[config.mk]
export PLATFORM = sky130hd
export DESIGN_NAME = csc_regs
export DESIGN_NICKNAME = d
export VERILOG_FILES = /design/src/rtl/csc_pkg.sv /design/src/rtl/csc_wb_slave.sv /design/src/rtl/csc_mode_track.sv /design/src/rtl/csc_regs.sv
export SDC_FILE = /design/constraint.sdc
export NUM_CORES = 1
export LEC_CHECK = 0
export BUFFER_PORTS_ARGS = -buffer_cell sky130_fd_sc_hd__buf_2
export CAP_MARGIN = 20
export CORE_ASPECT_RATIO = 0.9
export CORE_MARGIN = 10
export CORE_UTILIZATION = 48
export DETAILED_ROUTE_END_ITERATION = 16
export PLACE_DENSITY = 0.84
export SLEW_MARGIN = 20
export SYNTH_ARGS = -nofsm -noshare
export SYNTH_HDL_FRONTEND = slang
export SYNTH_SLANG_ARGS = --single-unit
[constraint.sdc]
create_clock -name i_clk -period 1.7 [get_ports i_clk]
set_input_delay 0 -clock i_clk [delete_from_list [all_inputs] [get_ports i_clk]]
set_output_delay 0 -clock i_clk [all_outputs]
set_load 0.01 [all_outputs]
[src/rtl/csc_pkg.sv]
// package: register map, field positions, reset values and encodings of the clock source control
package csc_pkg;
   localparam int CSC_AW = 4;
   // ----------------------------------------------------------------
   // register byte offsets
   // ----------------------------------------------------------------
   localparam logic [CSC_AW-1:0] CSC_OFS_CTRL1 = 4'h0;
   localparam logic [CSC_AW-1:0] CSC_OFS_CTRL2 = 4'h4;
   localparam logic [CSC_AW-1:0] CSC_OFS_TRIM = 4'h8;
   localparam logic [CSC_AW-1:0] CSC_OFS_STAT = 4'hC;
   // ----------------------------------------------------------------
   // reset values
   // ----------------------------------------------------------------
   localparam logic [7:0] CSC_RST_CTRL1 = 8'h04;
   localparam logic [7:0] CSC_RST_CTRL2 = 8'h40;
   localparam logic [7:0] CSC_RST_TRIM = 8'h80;
   localparam logic CSC_RST_FINE = 1'b0;
   // ----------------------------------------------------------------
   // field positions
   // ----------------------------------------------------------------
   localparam int CSC_SRC_HI = 7;
   localparam int CSC_SRC_LO = 6;
   localparam int CSC_REFDIV_HI = 5;
   localparam int CSC_REFDIV_LO = 3;
   localparam int CSC_IREF_BIT = 2;
   localparam int CSC_IOUT_BIT = 1;
   localparam int CSC_ISTOP_BIT = 0;
   localparam int CSC_BUSDIV_HI = 7;
   localparam int CSC_BUSDIV_LO = 6;
   localparam int CSC_RANGE_BIT = 5;
   localparam int CSC_GAIN_BIT = 4;
   localparam int CSC_LP_BIT = 3;
   localparam int CSC_EOSC_BIT = 2;
   localparam int CSC_EOUT_BIT = 1;
   localparam int CSC_ESTOP_BIT = 0;
   // ----------------------------------------------------------------
   // encodings
   // ----------------------------------------------------------------
   typedef enum logic [1:0] {
      CSC_SRC_LOOP = 2'b00,
      CSC_SRC_INT = 2'b01,
      CSC_SRC_EXT = 2'b10,
      CSC_SRC_RSVD = 2'b11
   } csc_src_t;
   typedef enum logic [2:0] {
      CSC_MODE_ENG_INT = 3'b000,
      CSC_MODE_ENG_EXT = 3'b001,
      CSC_MODE_BYP_INT = 3'b010,
      CSC_MODE_BYP_INT_LP = 3'b011,
      CSC_MODE_BYP_EXT = 3'b100,
      CSC_MODE_BYP_EXT_LP = 3'b101
   } csc_mode_t;
endpackage

[src/rtl/csc_wb_slave.sv]
// file: classic wishbone slave front end, one-cycle ack per access
`timescale 1ns/1ps
module csc_wb_slave #(
   parameter int AW = 4
) (
   input wire logic i_clk,
   input wire logic i_srst,
   input wire logic i_cyc,
   input wire logic i_stb,
   input wire logic i_we,
   input wire logic [AW-1:0] i_adr,
   input wire logic i_sel0,
   input wire logic [7:0] i_rdata,
   output logic o_wr,
   output logic [AW-1:0] o_wadr,
   output logic o_ack,
   output logic [7:0] o_dat
);
   typedef struct packed {
      logic ack;
      logic [7:0] dat;
   } csc_wb_st_t;
   csc_wb_st_t s_q;
   csc_wb_st_t s_d;
   logic req;
   // ----------------------------------------------------------------
   // request decode
   // ----------------------------------------------------------------
   assign req = i_cyc && i_stb && !s_q.ack;
   assign o_wr = req && i_we && i_sel0;
   assign o_wadr = i_adr;
   assign o_ack = s_q.ack;
   assign o_dat = s_q.dat;
   always_comb begin
      s_d = s_q;
      s_d.ack = req;
      if (req && !i_we) begin
         s_d.dat = i_rdata;
      end
   end
   always_ff @(posedge i_clk) begin
      if (i_srst) begin
         s_q <= '0;
      end else begin
         s_q <= s_d;
      end
   end
endmodule

[src/rtl/csc_mode_track.sv]
// file: tracks the clock unit operating mode from the control fields
`timescale 1ns/1ps
module csc_mode_track (
   input wire logic i_clk,
   input wire logic i_srst,
   input wire csc_pkg::csc_src_t i_src,
   input wire logic i_iref,
   input wire logic i_lp,
   input wire logic i_debug,
   output csc_pkg::csc_mode_t o_mode
);
   import csc_pkg::*;
   typedef struct packed {
      csc_mode_t mode;
   } csc_mt_st_t;
   csc_mt_st_t s_q;
   csc_mt_st_t s_d;
   logic lowp;
   assign lowp = i_lp && !i_debug;
   assign o_mode = s_q.mode;
   // ----------------------------------------------------------------
   // mode decode
   // ----------------------------------------------------------------
   always_comb begin
      s_d = s_q;
      unique case (i_src)
         CSC_SRC_INT: begin
            s_d.mode = lowp ? CSC_MODE_BYP_INT_LP : CSC_MODE_BYP_INT;
         end
         CSC_SRC_EXT: begin
            s_d.mode = lowp ? CSC_MODE_BYP_EXT_LP : CSC_MODE_BYP_EXT;
         end
         default: begin
            s_d.mode = i_iref ? CSC_MODE_ENG_INT : CSC_MODE_ENG_EXT;
         end
      endcase
   end
   always_ff @(posedge i_clk) begin
      if (i_srst) begin
         s_q.mode <= CSC_MODE_ENG_INT;
      end else begin
         s_q <= s_d;
      end
   end
endmodule

[src/rtl/csc_regs.sv]
// file: clock source control registers and the control outputs they steer
//
// Notes on behaviour
// - bits 7:6 of control one pick loop, internal or external bus source
// - bits 5:3 divide loop reference by two to the field value
// - bit 2 of control one: 1 internal, 0 external loop reference
// - bit 1 of control one gates the internal reference clock output
// - bit 0 keeps internal reference running in stop when enabled or used
// - bits 7:6 of control two divide bus source by 1, 2, 4, 8
// - bit 5 of control two drives oscillator range, 1 is high
// - bit 4 of control two drives oscillator gain, 1 is high gain
// - bit 3 disables loop in bypassed modes unless debug active
// - bit 2 of control two: 1 crystal oscillator, 0 external clock
// - bit 1 of control two gates the external reference clock output
// - bit 0 keeps external reference running in stop when enabled or used
// - eight trim bits set internal reference period, larger is longer
// - one extra fine adjust bit sits in the status control register
// - bus clock runs at half the divided unit output
// - source encoding 01 is internal, 10 is external reference
// - bus divider change acts on output at once; here o_bus_div_ratio follows the stored field one cycle later
//
// Design decisions made here: register access over Wishbone and the register offsets.
`timescale 1ns/1ps
module csc_regs (
   input wire logic i_clk,
   input wire logic i_srst,
   input wire logic i_wb_cyc,
   input wire logic i_wb_stb,
   input wire logic i_wb_we,
   input wire logic [csc_pkg::CSC_AW-1:0] i_wb_adr,
   input wire logic [3:0] i_wb_sel,
   input wire logic [31:0] i_wb_dat,
   input wire logic i_stop,
   input wire logic i_debug_mode,
   output logic o_wb_ack,
   output logic [31:0] o_wb_dat,
   output logic [1:0] o_bus_source_select,
   output logic [7:0] o_ref_div_ratio,
   output logic o_loop_ref_internal_select,
   output logic [3:0] o_bus_div_ratio,
   output logic [4:0] o_sys_div_ratio,
   output logic o_osc_range_high,
   output logic o_osc_high_gain,
   output logic o_osc_enable,
   output logic o_ext_ref_osc_request,
   output logic o_loop_enable,
   output logic o_int_ref_run,
   output logic o_int_ref_clock_gate,
   output logic o_ext_ref_run,
   output logic o_ext_ref_clock_gate,
   output logic [7:0] o_ref_trim,
   output logic o_fine_adjust_bit,
   output csc_pkg::csc_mode_t o_mode
);
   import csc_pkg::*;
   typedef struct packed {
      logic [7:0] ctrl1;
      logic [7:0] ctrl2;
      logic [7:0] trim;
      logic fine;
      logic [1:0] src;
      logic [7:0] ref_ratio;
      logic iref;
      logic [3:0] bus_ratio;
      logic [4:0] sdiv;
      logic range_hi;
      logic high_gain;
      logic osc_en;
      logic eosc;
      logic loop_en;
      logic irun;
      logic igate;
      logic erun;
      logic egate;
      logic [7:0] trim_o;
      logic fine_o;
   } csc_st_t;
   csc_st_t s_q;
   csc_st_t s_d;
   logic bus_wr;
   logic [CSC_AW-1:0] bus_wadr;
   logic [7:0] bus_rdat;
   logic [7:0] rd_mux;
   csc_mode_t mode;
   csc_mode_t mode_before_stop;
   logic stop_q;
   logic [1:0] wsrc;
   logic bypassed;
   logic int_used;
   logic ext_used;

   // ----------------------------------------------------------------
   // helpers
   // ----------------------------------------------------------------
   function automatic logic [7:0] csc_pow2(input logic [2:0] sel);
      csc_pow2 = 8'h01 << sel;
   endfunction

   function automatic logic [1:0] csc_fix_src(input logic [1:0] v);
      csc_fix_src = (v == CSC_SRC_RSVD) ? CSC_SRC_LOOP : v;
   endfunction

   // ----------------------------------------------------------------
   // bus front end and mode tracking
   // ----------------------------------------------------------------
   csc_wb_slave #(.AW(CSC_AW)) u_wb (
      .i_clk(i_clk),
      .i_srst(i_srst),
      .i_cyc(i_wb_cyc),
      .i_stb(i_wb_stb),
      .i_we(i_wb_we),
      .i_adr(i_wb_adr),
      .i_sel0(i_wb_sel[0]),
      .i_rdata(rd_mux),
      .o_wr(bus_wr),
      .o_wadr(bus_wadr),
      .o_ack(o_wb_ack),
      .o_dat(bus_rdat)
   );
   assign o_wb_dat = {24'h000000, bus_rdat};

   csc_mode_track u_mode (
      .i_clk(i_clk),
      .i_srst(i_srst),
      .i_src(csc_src_t'(s_q.ctrl1[CSC_SRC_HI:CSC_SRC_LO])),
      .i_iref(s_q.ctrl1[CSC_IREF_BIT]),
      .i_lp(s_q.ctrl2[CSC_LP_BIT]),
      .i_debug(i_debug_mode),
      .o_mode(mode)
   );
   assign o_mode = mode;

   // ----------------------------------------------------------------
   // read mux, unmapped offsets read zero
   // ----------------------------------------------------------------
   always_comb begin
      unique case (i_wb_adr)
         CSC_OFS_CTRL1: rd_mux = s_q.ctrl1;
         CSC_OFS_CTRL2: rd_mux = s_q.ctrl2;
         CSC_OFS_TRIM: rd_mux = s_q.trim;
         CSC_OFS_STAT: rd_mux = {mode, 4'h0, s_q.fine};
         default: rd_mux = 8'h00;
      endcase
   end

   // ----------------------------------------------------------------
   // stop-mode memory of the mode in force before stop
   // ----------------------------------------------------------------
   always_ff @(posedge i_clk) begin
      if (i_srst) begin
         stop_q <= 1'b0;
         mode_before_stop <= CSC_MODE_ENG_INT;
      end else begin
         stop_q <= i_stop;
         if (!i_stop) begin
            mode_before_stop <= mode;
         end
      end
   end

   assign wsrc = csc_fix_src(i_wb_dat[CSC_SRC_HI:CSC_SRC_LO]);
   assign bypassed = (mode != CSC_MODE_ENG_INT) && (mode != CSC_MODE_ENG_EXT);
   assign int_used = (mode_before_stop == CSC_MODE_ENG_INT) ||
                     (mode_before_stop == CSC_MODE_BYP_INT) ||
                     (mode_before_stop == CSC_MODE_BYP_INT_LP);
   assign ext_used = (mode_before_stop == CSC_MODE_ENG_EXT) ||
                     (mode_before_stop == CSC_MODE_BYP_EXT) ||
                     (mode_before_stop == CSC_MODE_BYP_EXT_LP);

   // ----------------------------------------------------------------
   // register writes and derived controls
   // ----------------------------------------------------------------
   always_comb begin
      s_d = s_q;
      if (bus_wr) begin
         unique case (bus_wadr)
            CSC_OFS_CTRL1: s_d.ctrl1 = {wsrc, i_wb_dat[5:0]};
            CSC_OFS_CTRL2: s_d.ctrl2 = i_wb_dat[7:0];
            CSC_OFS_TRIM: s_d.trim = i_wb_dat[7:0];
            CSC_OFS_STAT: s_d.fine = i_wb_dat[0];
            default: s_d.ctrl1 = s_q.ctrl1;
         endcase
      end
      // controls follow the stored fields one cycle later
      s_d.src = csc_fix_src(s_q.ctrl1[CSC_SRC_HI:CSC_SRC_LO]);
      s_d.ref_ratio = csc_pow2(s_q.ctrl1[CSC_REFDIV_HI:CSC_REFDIV_LO]);
      s_d.iref = s_q.ctrl1[CSC_IREF_BIT];
      s_d.bus_ratio = 4'(csc_pow2({1'b0, s_q.ctrl2[CSC_BUSDIV_HI:CSC_BUSDIV_LO]}));
      s_d.sdiv = {s_d.bus_ratio, 1'b0};
      s_d.range_hi = s_q.ctrl2[CSC_RANGE_BIT];
      s_d.high_gain = s_q.ctrl2[CSC_GAIN_BIT];
      s_d.eosc = s_q.ctrl2[CSC_EOSC_BIT];
      s_d.loop_en = !i_stop && !(bypassed && s_q.ctrl2[CSC_LP_BIT] && !i_debug_mode);
      // internal reference: runs when used or enabled, in stop only if kept
      if (i_stop) begin
         s_d.irun = s_q.ctrl1[CSC_ISTOP_BIT] &&
                    (s_q.ctrl1[CSC_IOUT_BIT] || int_used);
         s_d.erun = s_q.ctrl2[CSC_ESTOP_BIT] &&
                    (s_q.ctrl2[CSC_EOUT_BIT] || ext_used);
      end else begin
         s_d.irun = s_q.ctrl1[CSC_IOUT_BIT] || s_q.ctrl1[CSC_IREF_BIT] ||
                    (s_d.src == CSC_SRC_INT);
         s_d.erun = s_q.ctrl2[CSC_EOUT_BIT] || !s_q.ctrl1[CSC_IREF_BIT] ||
                    (s_d.src == CSC_SRC_EXT);
      end
      s_d.igate = s_q.ctrl1[CSC_IOUT_BIT] && s_d.irun;
      s_d.egate = s_q.ctrl2[CSC_EOUT_BIT] && s_d.erun;
      s_d.osc_en = s_d.erun && s_q.ctrl2[CSC_EOSC_BIT];
      s_d.trim_o = s_q.trim;
      s_d.fine_o = s_q.fine;
   end

   always_ff @(posedge i_clk) begin
      if (i_srst) begin
         s_q <= '0;
         s_q.ctrl1 <= CSC_RST_CTRL1;
         s_q.ctrl2 <= CSC_RST_CTRL2;
         s_q.trim <= CSC_RST_TRIM;
         s_q.fine <= CSC_RST_FINE;
      end else begin
         s_q <= s_d;
      end
   end

   // ----------------------------------------------------------------
   // outputs
   // ----------------------------------------------------------------
   assign o_bus_source_select = s_q.src;
   assign o_ref_div_ratio = s_q.ref_ratio;
   assign o_loop_ref_internal_select = s_q.iref;
   assign o_bus_div_ratio = s_q.bus_ratio;
   assign o_sys_div_ratio = s_q.sdiv;
   assign o_osc_range_high = s_q.range_hi;
   assign o_osc_high_gain = s_q.high_gain;
   assign o_osc_enable = s_q.osc_en;
   assign o_ext_ref_osc_request = s_q.eosc;
   assign o_loop_enable = s_q.loop_en;
   assign o_int_ref_run = s_q.irun;
   assign o_int_ref_clock_gate = s_q.igate;
   assign o_ext_ref_run = s_q.erun;
   assign o_ext_ref_clock_gate = s_q.egate;
   assign o_ref_trim = s_q.trim_o;
   assign o_fine_adjust_bit = s_q.fine_o;
endmodule

## Yosys cells after proc, flatten, opt, wreduce, memory -nomap -nowiden

Index checks and enable logic that the tools add are counted.
Widths: inputs -> output; s select.

- Output and inout bits: 74
- Bits in writable memories: 0
- Memories kept: 0
- ROM bits: 0
- Bits in latches: 0
- Bits in registers: 74
- Input bits: 47
- Logic and storage cells: 88

- $add $sub $neg: 0
- Shift operators: 2
- Bitwise gates (word level): 0
- Reductions and logical operators: 38
- Muxes and demuxes: 9
- $lt $le $gt $ge: 0
- Div/mod/pow operators: 0
- Multipliers: 0
- Eq/ne operators: 15

Operator list:

| operator | count |
|---|---|
| $pmux 8 s4 | 1 |
| $logic_and 1x1->1 | 15 |
| $logic_or 1x1->1 | 10 |
| $eq 2x2->1 const B | 4 |
| $eq 4x4->1 const B | 2 |
| $reduce_and 2->1 | 4 |
| $shl 1x3->8 const A | 1 |
| $eq 3x2->1 const B | 2 |
| $eq 3x3->1 const B | 2 |
| $logic_not 1->1 | 6 |
| $pmux 3 s2 | 1 |
| $mux 1 | 5 |
| $eq 2x1->1 const B | 2 |
| $eq 4x3->1 const B | 1 |
| $logic_not 4->1 | 1 |
| $mux 2 | 2 |
| $shl 1x2->4 const A | 1 |
| $eq 3x1->1 const B | 1 |
| $logic_not 3->1 | 1 |
| $ne 3x1->1 const B | 1 |
| $reduce_bool 3->1 | 1 |

## Logic depth before layout (Yosys ltp)

Gate-level depths: netlist of the first run.

- Depth in word-level cells: 7
- Depth in mapped cells: 6
- Gate-level depth less buffers: 6

## Hierarchy

Synthesis of the first run repeated with hierarchy kept, for this count alone.

- Cells, all modules: 338
- Area, all modules: 3,353.2 um^2

By module, submodules not included:

| module | sequential area each (um^2) | instances | cells an instance | area each (um^2) |
|---|---|---|---|---|
| csc_regs | 1,221.2 | 1 | 281 | 2,783.9 |
| csc_wb_slave | 180.2 | 1 | 44 | 435.4 |
| csc_mode_track | 60.1 | 1 | 13 | 133.9 |

## Worst setup path before layout of the first run

No wires, ideal clock.

- Path type: reg-to-reg
- From: register u_wb.s_q, in the netlist u_wb.o_ack
- To: register u_wb.s_q, in the netlist u_wb.o_dat[7]
- Buffers on the path: 1
- Setup slack: 0.412 ns
- Cell stages (with the launch flop): 6
- Data required time: 1.639 ns
- Arrival: 1.227 ns
- Clock period less this slack: 1.288 ns
- Setup time: 0.061 ns
- Path through: dfxtp_1 -> and3b_4 -> nand2b_1 -> buf_6 -> nor4_4 -> a32o_1

- Word-level cells in the longest chain between the ends: 3

RTL lines:

| item | RTL line | text |
|---|---|---|
| from (decl) | csc_wb_slave.sv:23 | `csc_wb_st_t s_q;` |
| from (signal assigned) | csc_wb_slave.sv:43 | `s_q <= '0;` |
| from (signal assigned) | csc_wb_slave.sv:45 | `s_q <= s_d;` |
| $logic_not 1->1 | csc_wb_slave.sv:29 | `assign req = i_cyc && i_stb && !s_q.ack;` |
| $logic_and 1x1->1 | csc_wb_slave.sv:29 |  |
| $logic_and 1x1->1 | csc_wb_slave.sv:37 | `if (req && !i_we) begin` |

Every way passes these cells.
A chain may end at the register's enable or synchronous reset.

## Worst setup path in the final report of the first run

- From: register u_wb.s_q, in the netlist u_wb.o_ack
- To: register u_wb.s_q, in the netlist u_wb.o_dat[6]

Same word-level chain as after synthesis.

==> metrics.txt, run 1 <==
starting utilization of the core area 50.1%; number of clock buffers inserted by TritonCTS 9; gate count after technology mapping 316; fin. max-slew vios 0; TritonCTS clock tree yes; reg-to-reg startpoint u_wb.o_ack$_SDFF_PP0_; Routed met2 length 3250 um; crit-path max FO 10; fraction of layout cells with a size suffix above 1 25.9%; horizontal die dimension 105 um; Avg WL per Cell 15.0 um; routability congestion estimate 0.827; global-route wire length before repair 11100 um; height of the die 96.2 um; fraction of registers with async set/reset 0%; Max-slew headroom 65.5%; final net count 415; worst supply voltage drop on vdd 0.536 mV; clock tree root driver cell clkbuf_8; number of enable-type register cells in the synthesized netlist 0; critical path start-end classification flop to flop; total number of yosys warnings 0; slew at the pin with the worst max-slew slack 518 ps; crit path DAT 1890 ps; pin count of the biggest net entering global routing 34; Global Route Usage Sum 13.8%; highest signal layer in the routed design met4; endpoint of the most critical register-to-register path u_wb.o_dat[6]$_SDFFE_PP0P_; endpoints failing setup 0; share of the synthesized area in the top cell type 47.2%; hold-critical path depth 3; Filler Cell Count 570; Critical Path Sink Type flop; antenna cell count 0; ANT nets after route 0; CP startpoint u_wb.o_ack$_SDFF_PP0_; fraction of the cycle the final worst path needs 94.5%; Syn Std Cell Area 0.00310 mm^2; clock transition time at the flip-flop clock pins of the worst setup and hold paths 70 ps; number of antenna violations at the first check in global routing 0; Worst Min Path Start i_wb_adr[3]; vias in the first global route 2319; top achievable clock speed 622 MHz; number of clock sinks seen by CTS 73; ranking of synthesized cells by instance count 73 x dfxtp_1, 52 x buf_4, 22 x nand2_1; total vias in the final route 2219; clk buf depth 2; wire length on met1 2800 um; number of register bits inferred by synthesis 73; cell taking the most area after synthesis dfxtp_1; setup repair after global routing missed its margin false; Syn Area/Cell 9.80 um^2; aggregate negative setup slack 0 ps; biggest area contributors in the synthesized netlist dfxtp_1 47%, buf_4 13%, mux2i_1 5.8%; standard-cell row count 27; number of design rule violations left after detail routing 0; result of the run finished clean; source-to-sink clock delay at the later pin of the worst-skew pair 340 ps; number of vias per cell after detailed routing 4.86; Pwr per Cell Area 926 mW/mm^2; detailed-routing iteration count for the pre-antenna-repair pass 4; worst reg2reg path depth 4; number of max-cap violations 0; slack of the worst reg-to-reg path 90 ps; min cycle time layout 1610 ps; gr ovfl total 0; area added between synthesis and finish 10.8%; static leakage 1.58 nW; number of buffers inserted for hold repair after clock tree synthesis 10; total I/O pin count 121; wire length on met3 707 um; min-delay worst type primary input to flop; half-perimeter wire length after placement 5060 um; worst clock skew 7.30 ps; H-tree depth 3; Post-synth top flop dfxtp_1; sequential area share after synthesis 47.2%; post-synthesis cell type count 43; core box area 0.00618 mm^2; total of cells resized after clock tree synthesis 0; post-CTS setup-driven buffer insertion count 0; routed wire length 6850 um; destination of the worst hold path s_d[0]$_SDFFE_PP0P_; initial drt markers 137; number of buffer cells added on primary ports 68; DIE AREA 0.0101 mm^2; category of the worst setup path launch point flop; overall power after layout 3.18 mW; final hold violation count 0; required arrival time at the worst endpoint 1980 ps; most frequent cell after synthesis dfxtp_1
[layout make-up]
cell class / instances / area [um^2] / share of cell area [%]
clock inverter: 3 / 42.5 / 1.24
sequential: 73 / 1460 / 42.6
inverter: 7 / 26.3 / 0.766
clock buffer: 12 / 135 / 3.94
multi-input combinational: 195 / 1200 / 35.0
timing repair buffer: 80 / 455 / 13.3
tap: 87 / 109 / 3.17
[routing by layer]
metal	vias to the layer above	track usage, %
met1	1022	15.0
met4	0	4.45
met3	13	6.48
met5	-	0
li1	1094	-
met2	90	23.6
[through the flow]
stage	util [%]	worst slack, ps	cells	hold WS, ps	instance area [um^2]
3_3_place_gp	51.0	237	432	228	3150
3_5_place_dp	51.0	160	432	231	3150
4_1_cts	55.5	107	457	26.7	3430
5_1_grt	55.5	61.0	457	46.9	3430
2_1_floorplan	-	412	340	79.1	3190
6_report	55.5	93.2	457	41.0	3430
[cell families after synthesis]
kind of cell / synth area share (%)
AO/OA/AOI/OAI: 9.25
adder cells (fa/ha/maj): 0.808
buffers and inverters: 16.9
flip-flops: 47.2
multiplexers: 5.82
other: 0.121
AND/OR/NAND/NOR: 19.9
[how the worst max path moves through the flow]
stage	end	slack (ps)	cells past startpoint
2_1_floorplan	u_wb.o_dat[7]$_SDFFE_PP0P_	410	5
3_3_place_gp	u_wb.o_dat[6]$_SDFFE_PP0P_	240	4
3_5_place_dp	u_wb.o_dat[6]$_SDFFE_PP0P_	160	4
4_1_cts	u_wb.o_dat[6]$_SDFFE_PP0P_	110	4
5_1_grt	u_wb.o_dat[6]$_SDFFE_PP0P_	60	4
6_report	u_wb.o_dat[6]$_SDFFE_PP0P_	90	4
[cells in the final DEF, fill, tap and decap left out, drive strengths merged, types with 2 or more instances in the layout]
cell         netlist  layout
dfxtp             73      73
o31ai              2       2
a21oi              9       9
or3                2       2
nand2b             3       3
nand2             22      22
nor4               2       2
buf               59      70
inv                7       7
o21ai             23      23
clkbuf             6      12
nor2              19      19
nand3             16      16
dlygate4sd3        0      10
nor2b             16      16
a32o               4       4
and2               3       3
nor3              11      11
o22ai              4       4
conb               1      25
nor3b              3       3
mux2i             18      18
ha                 2       2
[critical path, cell delays in order, from the launching register on]
cell and delay, ps:
dfxtp_1 310, and3b_4 370, nand2b_1 310, nor4_4 360, a32o_1 180
[power by group]
part	switching, mW	total (mW)	internal [mW]
Sequential	0.00376	1.72	1.72
Clock	0.587	1.26	0.669
Combinational	0.130	0.199	0.0696
Total	0.720	3.18	2.46
[sequential cells by signal (all words and copies together), names as in the netlist, 2 cells and up]
register	flops
s_d	13
s_q	12
o_ref_div_ratio	8
o_ref_trim	8
u_wb.o_dat	8
o_sys_div_ratio	4
mode_before_stop	3
u_mode.o_mode	3
o_bus_source_select	2
Note: power is estimated with default switching activity, not from simulation.
==> run 2: changes to the inputs <==
--- a/config.mk
+++ b/config.mk
@@ -11,7 +11,9 @@
 export CORE_MARGIN = 10
 export CORE_UTILIZATION = 48
 export DETAILED_ROUTE_END_ITERATION = 16
+export HOLD_SLACK_MARGIN = 0.15
 export PLACE_DENSITY = 0.84
+export SETUP_SLACK_MARGIN = 0.15
 export SLEW_MARGIN = 20
 export SYNTH_ARGS = -nofsm -noshare
 export SYNTH_HDL_FRONTEND = slang
==> run 2 against run 1 <==
Net effect:
- combinational power grew 9%
- setup slack gained 140 ps
- global-route usage grew 0.21 points
- worst hold slack gained 150 ps
- largest cell class unchanged
- register-to-register slack gained 170 ps
- design area grew 3.9%
- sequential share of layout area shrank 1.6 points
- critical path depth grew 2
- via count grew 2.3%
- highest routed layer unchanged
==> metrics.txt, run 2 (synthesized netlist as in run 1, its figures left out) <==
ANT nets after route 0 (unchanged); routability congestion estimate 0.827 (unchanged); number of clock sinks seen by CTS 73 (unchanged); number of flip-flops under the largest register name 13 (unchanged); antenna cell count 0 (unchanged); gr ovfl total 0 (unchanged); min-delay worst type primary input to flop; area added between synthesis and finish 15.1%; number of vias per cell after detailed routing 4.83 (-0.49%); required arrival time at the worst endpoint 1970 ps (about the same); fraction of layout cells with a size suffix above 1 26.9% (+0.95 points); fraction of the cycle the final worst path needs 86.5% (-8.1 points); global-route wire length before repair 11300 um (+1.6%); critical path's largest stage delay 610 ps (+240 ps); clock transition time at the flip-flop clock pins of the worst setup and hold paths 70 ps (about the same); cell at the slowest stage of the critical path dlygate4sd3_1; cells traversed along the worst timing path dlygate4sd3_1 -> buf_2 -> nor2_1 -> dlygate4sd3_1 -> nand3b_4 -> o21ai_1; vias in the first global route 2355 (+1.6%); Fin Hold WS 189 ps (+148 ps); gate family responsible for the most delay along the worst path buffers and inverters; Buf/Inv on CP 3 (+3); worst supply voltage drop on vdd 0.545 mV (+1.7%); half-perimeter wire length after placement 5060 um (unchanged); TritonCTS clock tree yes; core box area 0.00618 mm^2 (unchanged); crit-path max FO 4 (-6); H-tree depth 3 (unchanged); overall power after layout 3.20 mW (+0.58%); pin count of the biggest net entering global routing 34 (unchanged); final hold violation count 0 (unchanged); final net count 428 (+3.1%); critical path start-end classification primary input to flop; number of design rule violations left after detail routing 0 (unchanged); DIE AREA 0.0101 mm^2 (unchanged); clock tree root driver cell clkbuf_8; footprint of the multi-input gates 0.00120 mm^2 (+0.21%); final non-filler cell area 0.00357 mm^2 (+3.9%); fin. max-slew vios 0 (unchanged); number of clock buffers inserted by TritonCTS 9 (unchanged); source-to-sink clock delay at the later pin of the worst-skew pair 340 ps (about the same); initial drt markers 136 (-0.73%); clk buf depth 2 (unchanged); total I/O pin count 121 (unchanged); detailed-routing iteration count for the pre-antenna-repair pass 4 (unchanged); final cell utilization of the core 57.7% (+2.2 points); Filler Cell Count 553 (-3.0%); Critical Path Sink Type flop; number of buffer cells added on primary ports 68 (unchanged); Global Route Usage Sum 14.0% (+0.21 points); Avg WL per Cell 15.1 um (+0.41%); reg-to-reg startpoint u_wb.o_ack$_SDFF_PP0_; total vias in the final route 2271 (+2.3%); static leakage 1.64 nW (+4.0%); category of the worst setup path launch point primary input; height of the die 96.2 um (unchanged); top achievable clock speed 680 MHz (+9.3%); setup repair after global routing missed its margin false; min cycle time layout 1470 ps (-137 ps); worst clock skew 5.80 ps (-1.50 ps); number of antenna violations at the first check in global routing 0 (unchanged); standard-cell row count 27 (unchanged); endpoints failing setup 0 (unchanged); Critical Path Most Common Cell dlygate4sd3_1; starting utilization of the core area 50.1% (unchanged); sequential cell area in the final layout 0.00146 mm^2 (unchanged); horizontal die dimension 105 um (unchanged); Pwr per Cell Area 897 mW/mm^2 (-3.2%); leading cell types in the layout, fill and taps excluded 73 x dfxtp_1, 68 x buf_2, 25 x conb_1; aggregate negative setup slack 0 ps (unchanged); routed wire length 7080 um (+3.3%); commonest non-fill, non-tap cell in the layout dfxtp_1; crit path DAT 1740 ps (-150 ps); number of max-cap violations 0 (unchanged); CP startpoint i_wb_adr[1]; placement-stage cell area 0.00315 mm^2 (unchanged); Worst Min Path Start i_wb_stb; result of the run finished clean
-- run 2: metrics by stage --
step	cells	setup WS (ps)
floorplan	340	412
global placement	432	237
detailed placement	432	160
CTS	464	209
global route	470	164
finish	470	230
-- run 2: final cells by class --
| class | count | area share [%] |
|---|---|---|
| Tap cell | 87 | 3.05 |
| Clock inverter | 3 | 1.19 |
| Clock buffer | 12 | 3.79 |
| Timing Repair Buffer | 93 | 16.5 |
| Sequential cell | 73 | 41.0 |
| Multi-Input combinational cell | 195 | 33.8 |
| Inverter | 7 | 0.737 |
-- run 2: worst register-to-register path: stages (launching register included) --
cell,delay (ps)
dfxtp_1,310
and3b_4,380
nand2b_2,200
nor4_4,310
a32o_1,180
-- run 2: where the power goes --
part / leakage, nW / internal (mW) / switching, mW
Sequential: 0.590 / 1.72 / 0.00377
Combinational: 0.968 / 0.0820 / 0.134
Clock: 0.0864 / 0.669 / 0.589
-- run 2: path summary, 6_finish.rpt --
check	slack [ps]	cells after the start	to
worst min register to register	460	2	o_fine_adjust_bit$_SDFF_PP0_
worst max-delay path	230	6	u_wb.o_dat[1]$_SDFFE_PP0P_
worst min-delay path	190	3	u_wb.o_ack$_SDFF_PP0_
worst max register to register	260	4	u_wb.o_dat[6]$_SDFFE_PP0P_
-- run 2: per-layer routing --
metal  global-route usage, %  wire length, um  up-vias
met5                       0                0        -
met4                    4.45               99        0
met3                    6.28              634       13
met2                    24.5             3420       90
met1                    15.1             2930     1048
li1                        -                -     1120
-- run 2: what timing repair did --
item                                   4_1_cts  5_1_grt
setup buffers                                0        6
hold buffers                                17        0
endpoints found under the hold margin       48        0
setup endpoints to repair                    4        3
resized for setup                            1        1
